[config.mk]
export PLATFORM = sky130hd
export DESIGN_NAME = ccrb_bank
export DESIGN_NICKNAME = d
export VERILOG_FILES = /design/src/ccrb_pkg.sv /design/src/ccrb_bank.sv /design/src/ccrb_decode.sv /design/src/ccrb_fields.sv
export VERILOG_INCLUDE_DIRS = /design/src /design/src/src
export SDC_FILE = /design/constraint.sdc
export NUM_CORES = 1
export LEC_CHECK = 0
export ABC_AREA = 1
export BUFFER_PORTS_ARGS = -buffer_cell sky130_fd_sc_hd__buf_4
export CAP_MARGIN = 20
export CORE_ASPECT_RATIO = 1.2
export CORE_MARGIN = 1.5
export CORE_UTILIZATION = 35
export CTS_BUF_LIST = sky130_fd_sc_hd__clkbuf_8 sky130_fd_sc_hd__clkbuf_16
export DETAILED_ROUTE_END_ITERATION = 16
export PLACE_DENSITY = 0.62
export REMOVE_ABC_BUFFERS = 1
export SLEW_MARGIN = 20
export SYNTH_ARGS = -nofsm -noshare
export SYNTH_HDL_FRONTEND = slang
export SYNTH_SLANG_ARGS = --single-unit
[constraint.sdc]
create_clock -name REF_CLK_I -period 1.4 [get_ports REF_CLK_I]
set_input_delay 0.28 -clock REF_CLK_I [delete_from_list [all_inputs] [get_ports REF_CLK_I]]
set_output_delay 0.28 -clock REF_CLK_I [all_outputs]
set_load 0.02 [all_outputs]
[src/ccrb_defs.svh]
// Constants for the codec control register bank: word fields, offsets, bit positions and reset values.
`ifndef CCRB_DEFS_SVH
`define CCRB_DEFS_SVH
`define CCRB_ADDR_HI 12
`define CCRB_ADDR_LO 8
`define CCRB_RW_BIT 13
`define CCRB_TOP_HI 15
`define CCRB_TOP_LO 14
`define CCRB_REG_NOP 5'h00
`define CCRB_REG_CTRL1 5'h01
`define CCRB_REG_CTRL2 5'h02
`define CCRB_REG_CTRL3 5'h03
`define CCRB_REG_CTRL4 5'h04
`define CCRB_RESET_VAL 8'h00
`define CCRB_C1_SWRESET 7
`define CCRB_C1_PWRDN 6
`define CCRB_C1_ADC_AUX 5
`define CCRB_C1_MON_AUX 4
`define CCRB_C1_MON_HI 3
`define CCRB_C1_MON_LO 2
`define CCRB_C1_DLOOP 1
`define CCRB_C1_DAC16 0
`define CCRB_C2_FLAG 7
`define CCRB_C2_PHONE 6
`define CCRB_C2_OVF 5
`define CCRB_C2_ADC16 4
`define CCRB_C2_ALOOP 3
`define CCRB_C2_DFS_OFF 2
`define CCRB_C3_DLY_HI 5
`define CCRB_C3_DLY_LO 0
`define CCRB_C3_SLV_HI 7
`define CCRB_C3_SLV_LO 6
`define CCRB_C3_DLY_MIN 6'h12
`define CCRB_C4_PLL_BYP 7
`define CCRB_C4_N_HI 6
`define CCRB_C4_N_LO 4
`define CCRB_C4_IN_HI 3
`define CCRB_C4_IN_LO 2
`define CCRB_C4_OUT_HI 1
`define CCRB_C4_OUT_LO 0
`define CCRB_N_ZERO 3'h0
`define CCRB_N_EIGHT 4'h8
`endif

[src/ccrb_pkg.sv]
// Types for the codec control register bank.
package ccrb_pkg;
    typedef enum logic [1:0]
    {
        MON_MUTE = 2'h0,
        MON_0DB = 2'h1,
        MON_M8DB = 2'h2,
        MON_M18DB = 2'h3
    } ccrb_mon_gain_e;
    typedef enum logic [1:0]
    {
        IN_0DB = 2'h0,
        IN_6DB = 2'h1,
        IN_12DB = 2'h2,
        IN_MUTE = 2'h3
    } ccrb_in_gain_e;
    typedef enum logic [1:0]
    {
        OUT_0DB = 2'h0,
        OUT_M6DB = 2'h1,
        OUT_M12DB = 2'h2,
        OUT_MUTE = 2'h3
    } ccrb_out_gain_e;
    typedef enum logic [1:0]
    {
        ST_IDLE = 2'h0,
        ST_RESET = 2'h1
    } ccrb_state_e;
    typedef struct packed
    {
        logic wr;
        logic rd;
        logic [4:0] addr;
        logic [7:0] data;
    } ccrb_cmd_s;
    typedef struct packed
    {
        logic soft_reset;
        logic power_down;
        logic adc_aux;
        logic mon_aux;
        ccrb_mon_gain_e mon_gain;
        logic dig_loop;
        logic dac16;
        logic flag;
        logic phone;
        logic adc16;
        logic ana_loop;
        logic dfs_off;
        logic [5:0] fs_delay;
        logic [1:0] slaves;
        logic pll_bypass;
        logic [3:0] rate_n;
        ccrb_in_gain_e in_gain;
        ccrb_out_gain_e out_gain;
    } ccrb_ctrl_s;
endpackage : ccrb_pkg

[src/ccrb_bank.sv]
// Top of the codec control register bank: serial-word access, storage and control outputs.
// Behaviour
// - Word bits 12..8 address the register, bits 7..0 carry its data.
// - Word bit 13 low writes, high reads.
// - Register 0 is no-op; 1 to 4 are controls; bits 15,14 zero.
// - Control 1 bit 7 gives one software reset, then clears itself.
// - Control 1 bit 6 powers down analog section and filters.
// - Control 1 bit 5 routes auxiliary pair to the ADC, else main.
// - Control 1 bit 4 routes auxiliary pair to monitor, else main.
// - Control 1 bits 3,2 set monitor gain: -18, -8, 0 dB, mute.
// - Control 1 bit 1 enables digital loopback.
// - Control 1 bit 0 selects 16-bit DAC mode with pin requests.
// - All four control registers reset to zero.
// - Control 2 bit 5 reads back the decimator overflow condition.
// - Control 2 bit 3 enables analog loopback.
// - Control 2 bit 2 low enables delayed frame sync, high disables.
// - Control 3 bits 5..0 count bit clocks to delayed frame sync, min 18.
// - Control 3 bits 7,6 hold the number of slave devices.
// - Control 4 bits 3,2 set input gain: mute, 12, 6, 0 dB.
// - Control 4 bits 1,0 set output gain: mute, -12, -6, 0 dB.
// - Control 4 bits 6..4 give divisor N, zero meaning eight.
`timescale 1ns/1ns
`include "ccrb_defs.svh"
module ccrb_bank
(
    input wire logic REF_CLK_I,
    input wire logic NRST_I,
    input wire logic WORD_VALID_I,
    input wire logic [15:0] WORD_I,
    input wire logic FIR_OVERFLOW_I,
    output logic [15:0] READ_WORD_O,
    output logic READ_VALID_O,
    output logic SOFT_RESET_O,
    output logic POWER_DOWN_O,
    output logic ADC_AUX_SEL_O,
    output logic MON_AUX_SEL_O,
    output logic [1:0] MON_GAIN_O,
    output logic DIG_LOOPBACK_O,
    output logic DAC16_MODE_O,
    output logic FLAG_O,
    output logic PHONE_MODE_O,
    output logic ADC16_MODE_O,
    output logic ANA_LOOPBACK_O,
    output logic DELAYED_FRAME_SYNC_EN_O,
    output logic [5:0] FRAME_DELAY_O,
    output logic FRAME_DELAY_BELOW_MIN_O,
    output logic [1:0] SLAVE_COUNT_O,
    output logic SLOTS_ACTIVE_O,
    output logic PLL_BYPASS_O,
    output logic [3:0] RATE_DIVISOR_O,
    output logic [1:0] IN_GAIN_O,
    output logic [1:0] OUT_GAIN_O
);
    ccrb_pkg::ccrb_cmd_s cmd;
    ccrb_pkg::ccrb_ctrl_s ctrl;
    ccrb_pkg::ccrb_state_e state_q;
    ccrb_pkg::ccrb_state_e state_d;
    logic [7:0] regs_q [1:4];
    logic [7:0] regs_d [1:4];
    logic ovf_q;
    logic slots_q;
    logic [7:0] rd_byte;

    function automatic logic hit(input logic [4:0] a, input logic [4:0] n);
        hit = (a == n);
    endfunction : hit

    ccrb_decode u_decode
    (
        .word_valid_i(WORD_VALID_I),
        .word_i(WORD_I),
        .cmd_o(cmd)
    );

    // Register writes; no-op and unmapped numbers fall through untouched.
    genvar gi;
    generate
        for (gi = 1; gi <= 4; gi++)
        begin : g_reg
            assign regs_d[gi] = (cmd.wr && hit(cmd.addr, 5'(gi))) ? cmd.data : regs_q[gi];
            if (gi == 1)
            begin : g_c1
                // The reset bit is held for two cycles, the capture and the clear cycle, then dropped by hardware.
                // A host write in the clear cycle wins, so no setting is ever lost.
                always_ff @(posedge REF_CLK_I or negedge NRST_I)
                begin
                    if (!NRST_I)
                        regs_q[gi] <= `CCRB_RESET_VAL;
                    else if (state_q == ccrb_pkg::ST_RESET && !(cmd.wr && hit(cmd.addr, `CCRB_REG_CTRL1)))
                        regs_q[gi] <= regs_q[gi] & ~(8'h01 << `CCRB_C1_SWRESET);
                    else
                        regs_q[gi] <= regs_d[gi];
                end
            end
            else
            begin : g_cn
                always_ff @(posedge REF_CLK_I or negedge NRST_I)
                begin
                    if (!NRST_I)
                        regs_q[gi] <= `CCRB_RESET_VAL;
                    else
                        regs_q[gi] <= regs_d[gi];
                end
            end
        end
    endgenerate

    // The clear state lasts one cycle; a reset bit written during it keeps the bit set and stretches the pulse by two clocks.
    assign state_d = (state_q == ccrb_pkg::ST_RESET) ? ccrb_pkg::ST_IDLE :
                     (regs_q[1][`CCRB_C1_SWRESET] ? ccrb_pkg::ST_RESET : ccrb_pkg::ST_IDLE);

    always_ff @(posedge REF_CLK_I or negedge NRST_I)
    begin
        if (!NRST_I)
            state_q <= ccrb_pkg::ST_IDLE;
        else
            state_q <= state_d;
    end

    ccrb_fields u_fields
    (
        .c1_i(regs_q[1]),
        .c2_i(regs_q[2]),
        .c3_i(regs_q[3]),
        .c4_i(regs_q[4]),
        .ctrl_o(ctrl)
    );

    // The overflow bit is a live status, not a register bit, so reads see the input through one flop.
    always_ff @(posedge REF_CLK_I or negedge NRST_I)
    begin
        if (!NRST_I)
            ovf_q <= 1'b0;
        else
            ovf_q <= FIR_OVERFLOW_I;
    end

    wire [7:0] c2_read = {regs_q[2][7:6], ovf_q, regs_q[2][4:0]};
    assign rd_byte = hit(cmd.addr, `CCRB_REG_CTRL1) ? regs_q[1] :
                     hit(cmd.addr, `CCRB_REG_CTRL2) ? c2_read :
                     hit(cmd.addr, `CCRB_REG_CTRL3) ? regs_q[3] :
                     hit(cmd.addr, `CCRB_REG_CTRL4) ? regs_q[4] : 8'h00;

    // Time slots stay off until register 3 has been written after reset.
    always_ff @(posedge REF_CLK_I or negedge NRST_I)
    begin
        if (!NRST_I)
            slots_q <= 1'b0;
        else if (cmd.wr && hit(cmd.addr, `CCRB_REG_CTRL3))
            slots_q <= 1'b1;
    end

    always_ff @(posedge REF_CLK_I or negedge NRST_I)
    begin
        if (!NRST_I)
            READ_VALID_O <= 1'b0;
        else
            READ_VALID_O <= cmd.rd;
    end

    // The read word holds between reads, so a slow host can still pick it up.
    always_ff @(posedge REF_CLK_I or negedge NRST_I)
    begin
        if (!NRST_I)
            READ_WORD_O <= 16'h0000;
        else if (cmd.rd)
            READ_WORD_O <= {8'h00, rd_byte};
    end

    // Every control pin has a flop of its own, so no pin ever shows a decode glitch.
    // The pulse spans the capture cycle and the clear cycle, two clocks in all.
    always_ff @(posedge REF_CLK_I or negedge NRST_I)
    begin
        if (!NRST_I)
            SOFT_RESET_O <= 1'b0;
        else
            SOFT_RESET_O <= ctrl.soft_reset;
    end

    // Power down is only a level to the analog side; the bank keeps running so the host can undo it.
    always_ff @(posedge REF_CLK_I or negedge NRST_I)
    begin
        if (!NRST_I)
            POWER_DOWN_O <= 1'b0;
        else
            POWER_DOWN_O <= ctrl.power_down;
    end

    always_ff @(posedge REF_CLK_I or negedge NRST_I)
    begin
        if (!NRST_I)
            ADC_AUX_SEL_O <= 1'b0;
        else
            ADC_AUX_SEL_O <= ctrl.adc_aux;
    end

    always_ff @(posedge REF_CLK_I or negedge NRST_I)
    begin
        if (!NRST_I)
            MON_AUX_SEL_O <= 1'b0;
        else
            MON_AUX_SEL_O <= ctrl.mon_aux;
    end

    always_ff @(posedge REF_CLK_I or negedge NRST_I)
    begin
        if (!NRST_I)
            MON_GAIN_O <= 2'h0;
        else
            MON_GAIN_O <= ctrl.mon_gain;
    end

    always_ff @(posedge REF_CLK_I or negedge NRST_I)
    begin
        if (!NRST_I)
            DIG_LOOPBACK_O <= 1'b0;
        else
            DIG_LOOPBACK_O <= ctrl.dig_loop;
    end

    always_ff @(posedge REF_CLK_I or negedge NRST_I)
    begin
        if (!NRST_I)
            DAC16_MODE_O <= 1'b0;
        else
            DAC16_MODE_O <= ctrl.dac16;
    end

    always_ff @(posedge REF_CLK_I or negedge NRST_I)
    begin
        if (!NRST_I)
            FLAG_O <= 1'b0;
        else
            FLAG_O <= ctrl.flag;
    end

    always_ff @(posedge REF_CLK_I or negedge NRST_I)
    begin
        if (!NRST_I)
            PHONE_MODE_O <= 1'b0;
        else
            PHONE_MODE_O <= ctrl.phone;
    end

    always_ff @(posedge REF_CLK_I or negedge NRST_I)
    begin
        if (!NRST_I)
            ADC16_MODE_O <= 1'b0;
        else
            ADC16_MODE_O <= ctrl.adc16;
    end

    always_ff @(posedge REF_CLK_I or negedge NRST_I)
    begin
        if (!NRST_I)
            ANA_LOOPBACK_O <= 1'b0;
        else
            ANA_LOOPBACK_O <= ctrl.ana_loop;
    end

    // The enable is the inverse of the stored bit, so it comes up high one edge after reset.
    always_ff @(posedge REF_CLK_I or negedge NRST_I)
    begin
        if (!NRST_I)
            DELAYED_FRAME_SYNC_EN_O <= 1'b0;
        else
            DELAYED_FRAME_SYNC_EN_O <= ~ctrl.dfs_off;
    end

    always_ff @(posedge REF_CLK_I or negedge NRST_I)
    begin
        if (!NRST_I)
            FRAME_DELAY_O <= 6'h00;
        else
            FRAME_DELAY_O <= ctrl.fs_delay;
    end

    // Below-minimum delays are flagged, not clamped, so the host sees its own value.
    always_ff @(posedge REF_CLK_I or negedge NRST_I)
    begin
        if (!NRST_I)
            FRAME_DELAY_BELOW_MIN_O <= 1'b0;
        else
            FRAME_DELAY_BELOW_MIN_O <= (ctrl.fs_delay < `CCRB_C3_DLY_MIN);
    end

    always_ff @(posedge REF_CLK_I or negedge NRST_I)
    begin
        if (!NRST_I)
            SLAVE_COUNT_O <= 2'h0;
        else
            SLAVE_COUNT_O <= ctrl.slaves;
    end

    // Slots open only after register 3, so the global setup reaches every device first.
    always_ff @(posedge REF_CLK_I or negedge NRST_I)
    begin
        if (!NRST_I)
            SLOTS_ACTIVE_O <= 1'b0;
        else
            SLOTS_ACTIVE_O <= slots_q;
    end

    always_ff @(posedge REF_CLK_I or negedge NRST_I)
    begin
        if (!NRST_I)
            PLL_BYPASS_O <= 1'b0;
        else
            PLL_BYPASS_O <= ctrl.pll_bypass;
    end

    // During reset the divisor reads zero; the decoded eight appears one edge later.
    always_ff @(posedge REF_CLK_I or negedge NRST_I)
    begin
        if (!NRST_I)
            RATE_DIVISOR_O <= 4'h0;
        else
            RATE_DIVISOR_O <= ctrl.rate_n;
    end

    always_ff @(posedge REF_CLK_I or negedge NRST_I)
    begin
        if (!NRST_I)
            IN_GAIN_O <= 2'h0;
        else
            IN_GAIN_O <= ctrl.in_gain;
    end

    always_ff @(posedge REF_CLK_I or negedge NRST_I)
    begin
        if (!NRST_I)
            OUT_GAIN_O <= 2'h0;
        else
            OUT_GAIN_O <= ctrl.out_gain;
    end
endmodule : ccrb_bank

[src/ccrb_decode.sv]
// Decoder that splits a secondary serial word into a register command.
`timescale 1ns/1ns
`include "ccrb_defs.svh"
module ccrb_decode
(
    input wire logic word_valid_i,
    input wire logic [15:0] word_i,
    output ccrb_pkg::ccrb_cmd_s cmd_o
);
    wire top_zero = (word_i[`CCRB_TOP_HI:`CCRB_TOP_LO] == 2'h0);
    wire [4:0] addr = word_i[`CCRB_ADDR_HI:`CCRB_ADDR_LO];
    wire is_read = word_i[`CCRB_RW_BIT];
    // Words with either top bit set are not register accesses and are dropped.
    assign cmd_o.wr = word_valid_i & top_zero & ~is_read;
    assign cmd_o.rd = word_valid_i & top_zero & is_read;
    assign cmd_o.addr = addr;
    assign cmd_o.data = word_i[7:0];
endmodule : ccrb_decode

[src/ccrb_fields.sv]
// Field unpacking of the four control registers into named controls.
`timescale 1ns/1ns
`include "ccrb_defs.svh"
module ccrb_fields
(
    input wire logic [7:0] c1_i,
    input wire logic [7:0] c2_i,
    input wire logic [7:0] c3_i,
    input wire logic [7:0] c4_i,
    output ccrb_pkg::ccrb_ctrl_s ctrl_o
);
    wire [2:0] n_raw = c4_i[`CCRB_C4_N_HI:`CCRB_C4_N_LO];
    assign ctrl_o.soft_reset = c1_i[`CCRB_C1_SWRESET];
    assign ctrl_o.power_down = c1_i[`CCRB_C1_PWRDN];
    assign ctrl_o.adc_aux = c1_i[`CCRB_C1_ADC_AUX];
    assign ctrl_o.mon_aux = c1_i[`CCRB_C1_MON_AUX];
    assign ctrl_o.mon_gain = ccrb_pkg::ccrb_mon_gain_e'(c1_i[`CCRB_C1_MON_HI:`CCRB_C1_MON_LO]);
    assign ctrl_o.dig_loop = c1_i[`CCRB_C1_DLOOP];
    assign ctrl_o.dac16 = c1_i[`CCRB_C1_DAC16];
    assign ctrl_o.flag = c2_i[`CCRB_C2_FLAG];
    assign ctrl_o.phone = c2_i[`CCRB_C2_PHONE];
    assign ctrl_o.adc16 = c2_i[`CCRB_C2_ADC16];
    assign ctrl_o.ana_loop = c2_i[`CCRB_C2_ALOOP];
    assign ctrl_o.dfs_off = c2_i[`CCRB_C2_DFS_OFF];
    assign ctrl_o.fs_delay = c3_i[`CCRB_C3_DLY_HI:`CCRB_C3_DLY_LO];
    assign ctrl_o.slaves = c3_i[`CCRB_C3_SLV_HI:`CCRB_C3_SLV_LO];
    assign ctrl_o.pll_bypass = c4_i[`CCRB_C4_PLL_BYP];
    // Zero in the divisor field stands for eight, so the decoded value needs four bits.
    assign ctrl_o.rate_n = (n_raw == `CCRB_N_ZERO) ? `CCRB_N_EIGHT : {1'b0, n_raw};
    assign ctrl_o.in_gain = ccrb_pkg::ccrb_in_gain_e'(c4_i[`CCRB_C4_IN_HI:`CCRB_C4_IN_LO]);
    assign ctrl_o.out_gain = ccrb_pkg::ccrb_out_gain_e'(c4_i[`CCRB_C4_OUT_HI:`CCRB_C4_OUT_LO]);
endmodule : ccrb_fields

After elaboration in Yosys (flattened, before gate mapping)
Cells that the tools add are included.
- register bits after elaboration: 76
- output and inout bits: 49
- word-level logic and storage cells: 61
- reductions and logical operators: 10
- order comparisons: 1
- equality and inequality tests: 5
- multiplexer cells: 9
- bitwise logic cells: 6
- operators with widths (kind ; count):
    2-to-1 mux 8 bit ; 6
    == test 5 x 2 -> 1 bit, second input constant ; 2
    < comparator 6 x 5 -> 1 bit, second input constant ; 1
    == test 5 x 1 -> 1 bit, second input constant ; 1
    == test 5 x 3 -> 1 bit, second input constant ; 1
    logical AND 1 bit ; 5
    2-to-1 mux 4 bit ; 1
    bitwise AND 1 bit ; 3
    logical NOT 3 bit ; 1
    inverter 1 bit ; 3
    logical NOT 2 bit ; 1
    2-to-1 mux 1 bit ; 2
    AND reduction 2 bit ; 1
    nonzero test 2 bit ; 1
    == test 1 bit, second input constant ; 1
    logical NOT 1 bit ; 1

Logic depth before layout (Yosys ltp)
- word-level depth: 8
- mapped depth: 8
- depth with buffers taken out: 7

Modules after synthesis
Synthesis repeated with hierarchy kept, for this count alone.
- cells, all modules: 322
- area, all modules: 3355.7 um^2
- by module, submodules not included (module ; area each (um^2) ; cells an instance ; sequential area each (um^2) ; times used):
    ccrb_bank ; 3015.4 ; 271 ; 1901.8 ; 1
    ccrb_fields ; 224.0 ; 33 ; 0.0 ; 1
    ccrb_decode ; 116.4 ; 18 ; 0.0 ; 1

Worst setup path before layout
Ideal clock, no wire load.
- kind: input to register
- start point: input port WORD_I[9]
- end point: register regs_q[0] (netlist bit)
- setup slack: 198 ps
- stages: 7
- data required time: 1327 ps
- buffers on the path: 2
- data arrival time: 1129 ps
- path through: buf_6 > nor2_4 > nand3_2 > nor2_4 > buf_6 > nor2_1 > a21oi_2
- cells in the longest elaborated chain, start to end: 2
- ends and longest elaborated chain (what ; line ; source):
    start: declaration ; ccrb_bank.sv:29 ; input wire logic [15:0] WORD_I,
    == test 5 x 3 -> 1 bit ; ccrb_bank.sv:65 ; hit = (a == n);
    logical AND 1 bit ; ccrb_bank.sv:80 ; assign regs_d[gi] = (cmd.wr && hit(cmd.addr, 5'(gi))) ? cmd.data : regs_q[gi];
    end signal: indexed assignment ; ccrb_bank.sv:100 ; regs_q[gi] <= `CCRB_RESET_VAL;
    end signal: indexed assignment ; ccrb_bank.sv:102 ; regs_q[gi] <= regs_d[gi];
    end: declaration ; ccrb_bank.sv:58 ; logic [7:0] regs_q [1:4];
No other way between the ends.
A chain may end at the register's enable or synchronous reset.

Worst setup path after layout
- start point: register OUT_GAIN_O[1]
- end point: output port OUT_GAIN_O[1]
- RTL lines (what ; line ; source):
    start: declaration ; ccrb_bank.sv:52 ; output logic [1:0] OUT_GAIN_O
    start signal: assignment ; ccrb_bank.sv:334 ; OUT_GAIN_O <= ctrl.out_gain;
No word-level cell between the ends.

==> summary.md <==
| Metric | Value |
|---|---|
| Instance area at placement | around 3700 µm² |
| Maximum number of pins on one net before global-route repair | 32 |
| Area inside the core boundary | 8518 µm² |
| # nets final | 385 |
| Initial cell density of the core | 0.3563 |
| Most frequent standard cell in the layout excluding fill and tap cells | sky130_fd_sc_hd__dfrtp_1 |
| Count of vias placed by the detailed router | roughly 2200 |
| Avg Cell Area, Syn | 10.50 µm² |
| Placement Rows | 37 |
| Deepest clock path buffer count | 2 |
| Clock skew | 0.01083 ns |
| Leading cell types in the layout, fill and taps excluded | 75 x sky130_fd_sc_hd__dfrtp_1, 74 x sky130_fd_sc_hd__buf_4, 51 x sky130_fd_sc_hd__nand2_1 |
| Congestion Overflow GR | 0 |
| Switching part of the total | 0.2708 |
| Layout cells sized above 1 | 0.3125 |
| Synth Register Bits | 75 |
| Clock network fraction of design power | 0.312 |
| Static Leakage | 0.002014 µW |
| Final hold violation count | 0 |
| Initial antenna violation count | 0 |
| H-tree levels | 3 |
| Sinks on the clock net | 75 |
| Setup_tns | 0 ns |
| Overall Global Routing Usage | 0.1563 |
| Compound-Gate Fraction of Synth Area | 0.07090 |
| Total non-filler cell area in the finished layout | 3861 µm² |
| Global-route wire length before repair | 10.76 mm |
| Dominant combinational cell family by area after synthesis | simple AND/OR/NAND/NOR gates |
| Die extent in y | 105.0 µm |
| Post-route antenna net violation count | 0 |
| Number of warning messages in the yosys log | 0 |
| Status | completed |
| Synth-to-Final Area Change | 27.21% |
| Simple-gate share of the synthesized area | 0.2172 |
| Number of max-cap violations | 0 |
| Worst voltage drop across the vdd grid | 0.4163 mV |
| Share of the clock period used by the worst path | 0.8350 |
| Setup-failing EPs final | 0 |
| Number of library cell types mapped by synthesis | 28 |
| RSZ-0062 raised after global routing | no |
| Worst Hold Class | in2reg |
| Critical Setup Path Class | reg2out |
| Switch Pwr | 1175 µW |
| Violation count after the first detailed-route iteration | 116 |
| Via count of the first global-routing pass | about 2200 |
| Achievable clock frequency | around 860 MHz |
| Pwr/cell area | 1123 nW/µm² |
| Internal power contribution | 3163 µW |
| Total wire length after detailed routing | 6.621 mm |
| Total die area | approximately 9200 µm² |
| Detailed placement HPWL | roughly 4.9 mm |
| Routability congestion estimate | 0.8812 |
| Capturing element type of the critical path | primary output |
| Skew-Pair Late Insertion Delay | 0.34 ns |
| Min Tclk post-route | 1.169 ns |
| CTS root buf | sky130_fd_sc_hd__clkbuf_8 |
| PnR worst setup slack | 0.2310 ns |
| Comb power frac | 0.138 |
| Clock input transition at the sequential cells of the worst setup and hold paths | 0.07 ns |
| Die outline width | approximately 90 µm |
| CTS tree | built |
| I/O pins | 69 |
| Critical Path Slowest Stage Cell | sky130_fd_sc_hd__dfrtp_1 |
| Number of clock buffers inserted by TritonCTS | 9 |
| Largest fanout on the critical path | 1 |
| Cell family with the largest share of critical-path delay | flip-flops |
| Hold buffer count at cts | 1 |
| Post-synthesis cell area | just over 3000 µm² |
| Worst Path Arrival | 0.89 ns |
| Flop pwr share | 0.551 |
| # Post-CTS Setup Buffers | 0 |
| Cells resized by post-CTS repair | 0 |
| Synthesized netlist cell count | 289 |
| Mux cell area share after synthesis | 0 |
| Share of the synthesized netlist area taken by xor and xnor gates | 0 |
| Via density per instance | 4.563 |
| Final Max Tran Viols | 0 |
| # port buffers | 60 |
| Post-synthesis adder-cell area fraction | 0 |
| Diodes inserted | 0 |
| Average wire length per cell after detail routing | 13.65 µm |
| Endpoint required time on the critical path | 1.12 ns |
| Sequential area share after synthesis | 0.6183 |
| Post-detailed-route DRC marker count | 0 |
| Drt pass-1 iters | 4 |
| Largest incremental delay on the critical path | between 0.3 and 0.4 ns |
| Crit-path cells | buf_4 |
| Placement Setup Slack | -0.01427 ns |
| Element type at the critical path start | flop |
| Count of buffering cells on the critical path with inverters included | 1 |
## sequential cells by signal, indices dropped and copies added (netlist names), 2 cells and up
| name | flops |
|---|---|
| FRAME_DELAY_O | 6 |
| READ_WORD_O | 8 |
| regs_q | 24 |
| OUT_GAIN_O | 2 |
| SLAVE_COUNT_O | 2 |
| IN_GAIN_O | 2 |
| c2_read | 7 |
| RATE_DIVISOR_O | 4 |
| MON_GAIN_O | 2 |
## final timing paths
check / start / endpoint / slack (ns) / cells after the start
max in group asynchronous: NRST_I / READ_WORD_O[5] / 0.49 / 3
max reg2reg: regs_q[4] / READ_WORD_O[4] / 0.40 / 4
max: OUT_GAIN_O[1] / OUT_GAIN_O[1] / 0.23 / 1
min: FIR_OVERFLOW_I / ovf_q / 0.04 / 1
min in group asynchronous: NRST_I / FRAME_DELAY_O[5] / 0.36 / 2
min reg2reg: regs_q[27] / MON_GAIN_O[1] / 0.38 / 0
## power by group through the flow
stage	combinational (µW)	sequential [µW]	clock [µW]
floorplan	174	2510	0
global placement	593	2430	0
detailed placement	602	2430	0
CTS	605	2390	1390
global route	655	2400	1490
finish	598	2390	1350
## cell usage after synthesis, drive strengths merged
cell type | n | area share
nand3 | 5 | 0.014
nand4 | 32 | 0.076
dfrtp | 75 | 0.62
a21oi | 10 | 0.019
nor3 | 1 | 0.0016
inv | 35 | 0.043
or3 | 1 | 0.0021
conb | 1 | 0.0012
nor2 | 23 | 0.052
nand2 | 53 | 0.067
or2 | 2 | 0.0041
clkbuf | 3 | 0.0037
buf | 18 | 0.045
o21ai | 30 | 0.052
## layout make-up
cell class                 count  area, µm²
fill                         840       4657
tap                          117      146.4
clock buffer                   9      123.9
timing repair buffer          79      645.6
multi-input combinational    165      904.6
inverter                      35      131.4
clock inverter                 5      32.53
sequential                    75       1877
## layer usage
| layer | track usage | vias up | wire length, µm |
|---|---|---|---|
| li1 | - | 1074 | - |
| met1 | 0.2016 | 1049 | 2732 |
| met2 | 0.2443 | 79 | 3385 |
| met3 | 0.03791 | 11 | 379 |
| met4 | 0.07366 | 0 | 124 |
| met5 | 0 | - | 0 |
## stage by stage
step	util	instances	hold WS, ns	power (µW)
finish	0.4533	485	0.04065	4338
floorplan	-	275	-0.01559	2685
CTS	0.4533	485	0.02502	4385
detailed placement	0.4338	470	0.1897	3033
global route	0.4533	485	0.01740	4547
global placement	0.4338	470	0.1900	3022
## cell families after synthesis
logic type,count (synthesis)
compound gates,40
flops,75
simple gates,117
other cells,1
buf+inv,56
(Power assumes the default switching activity.)
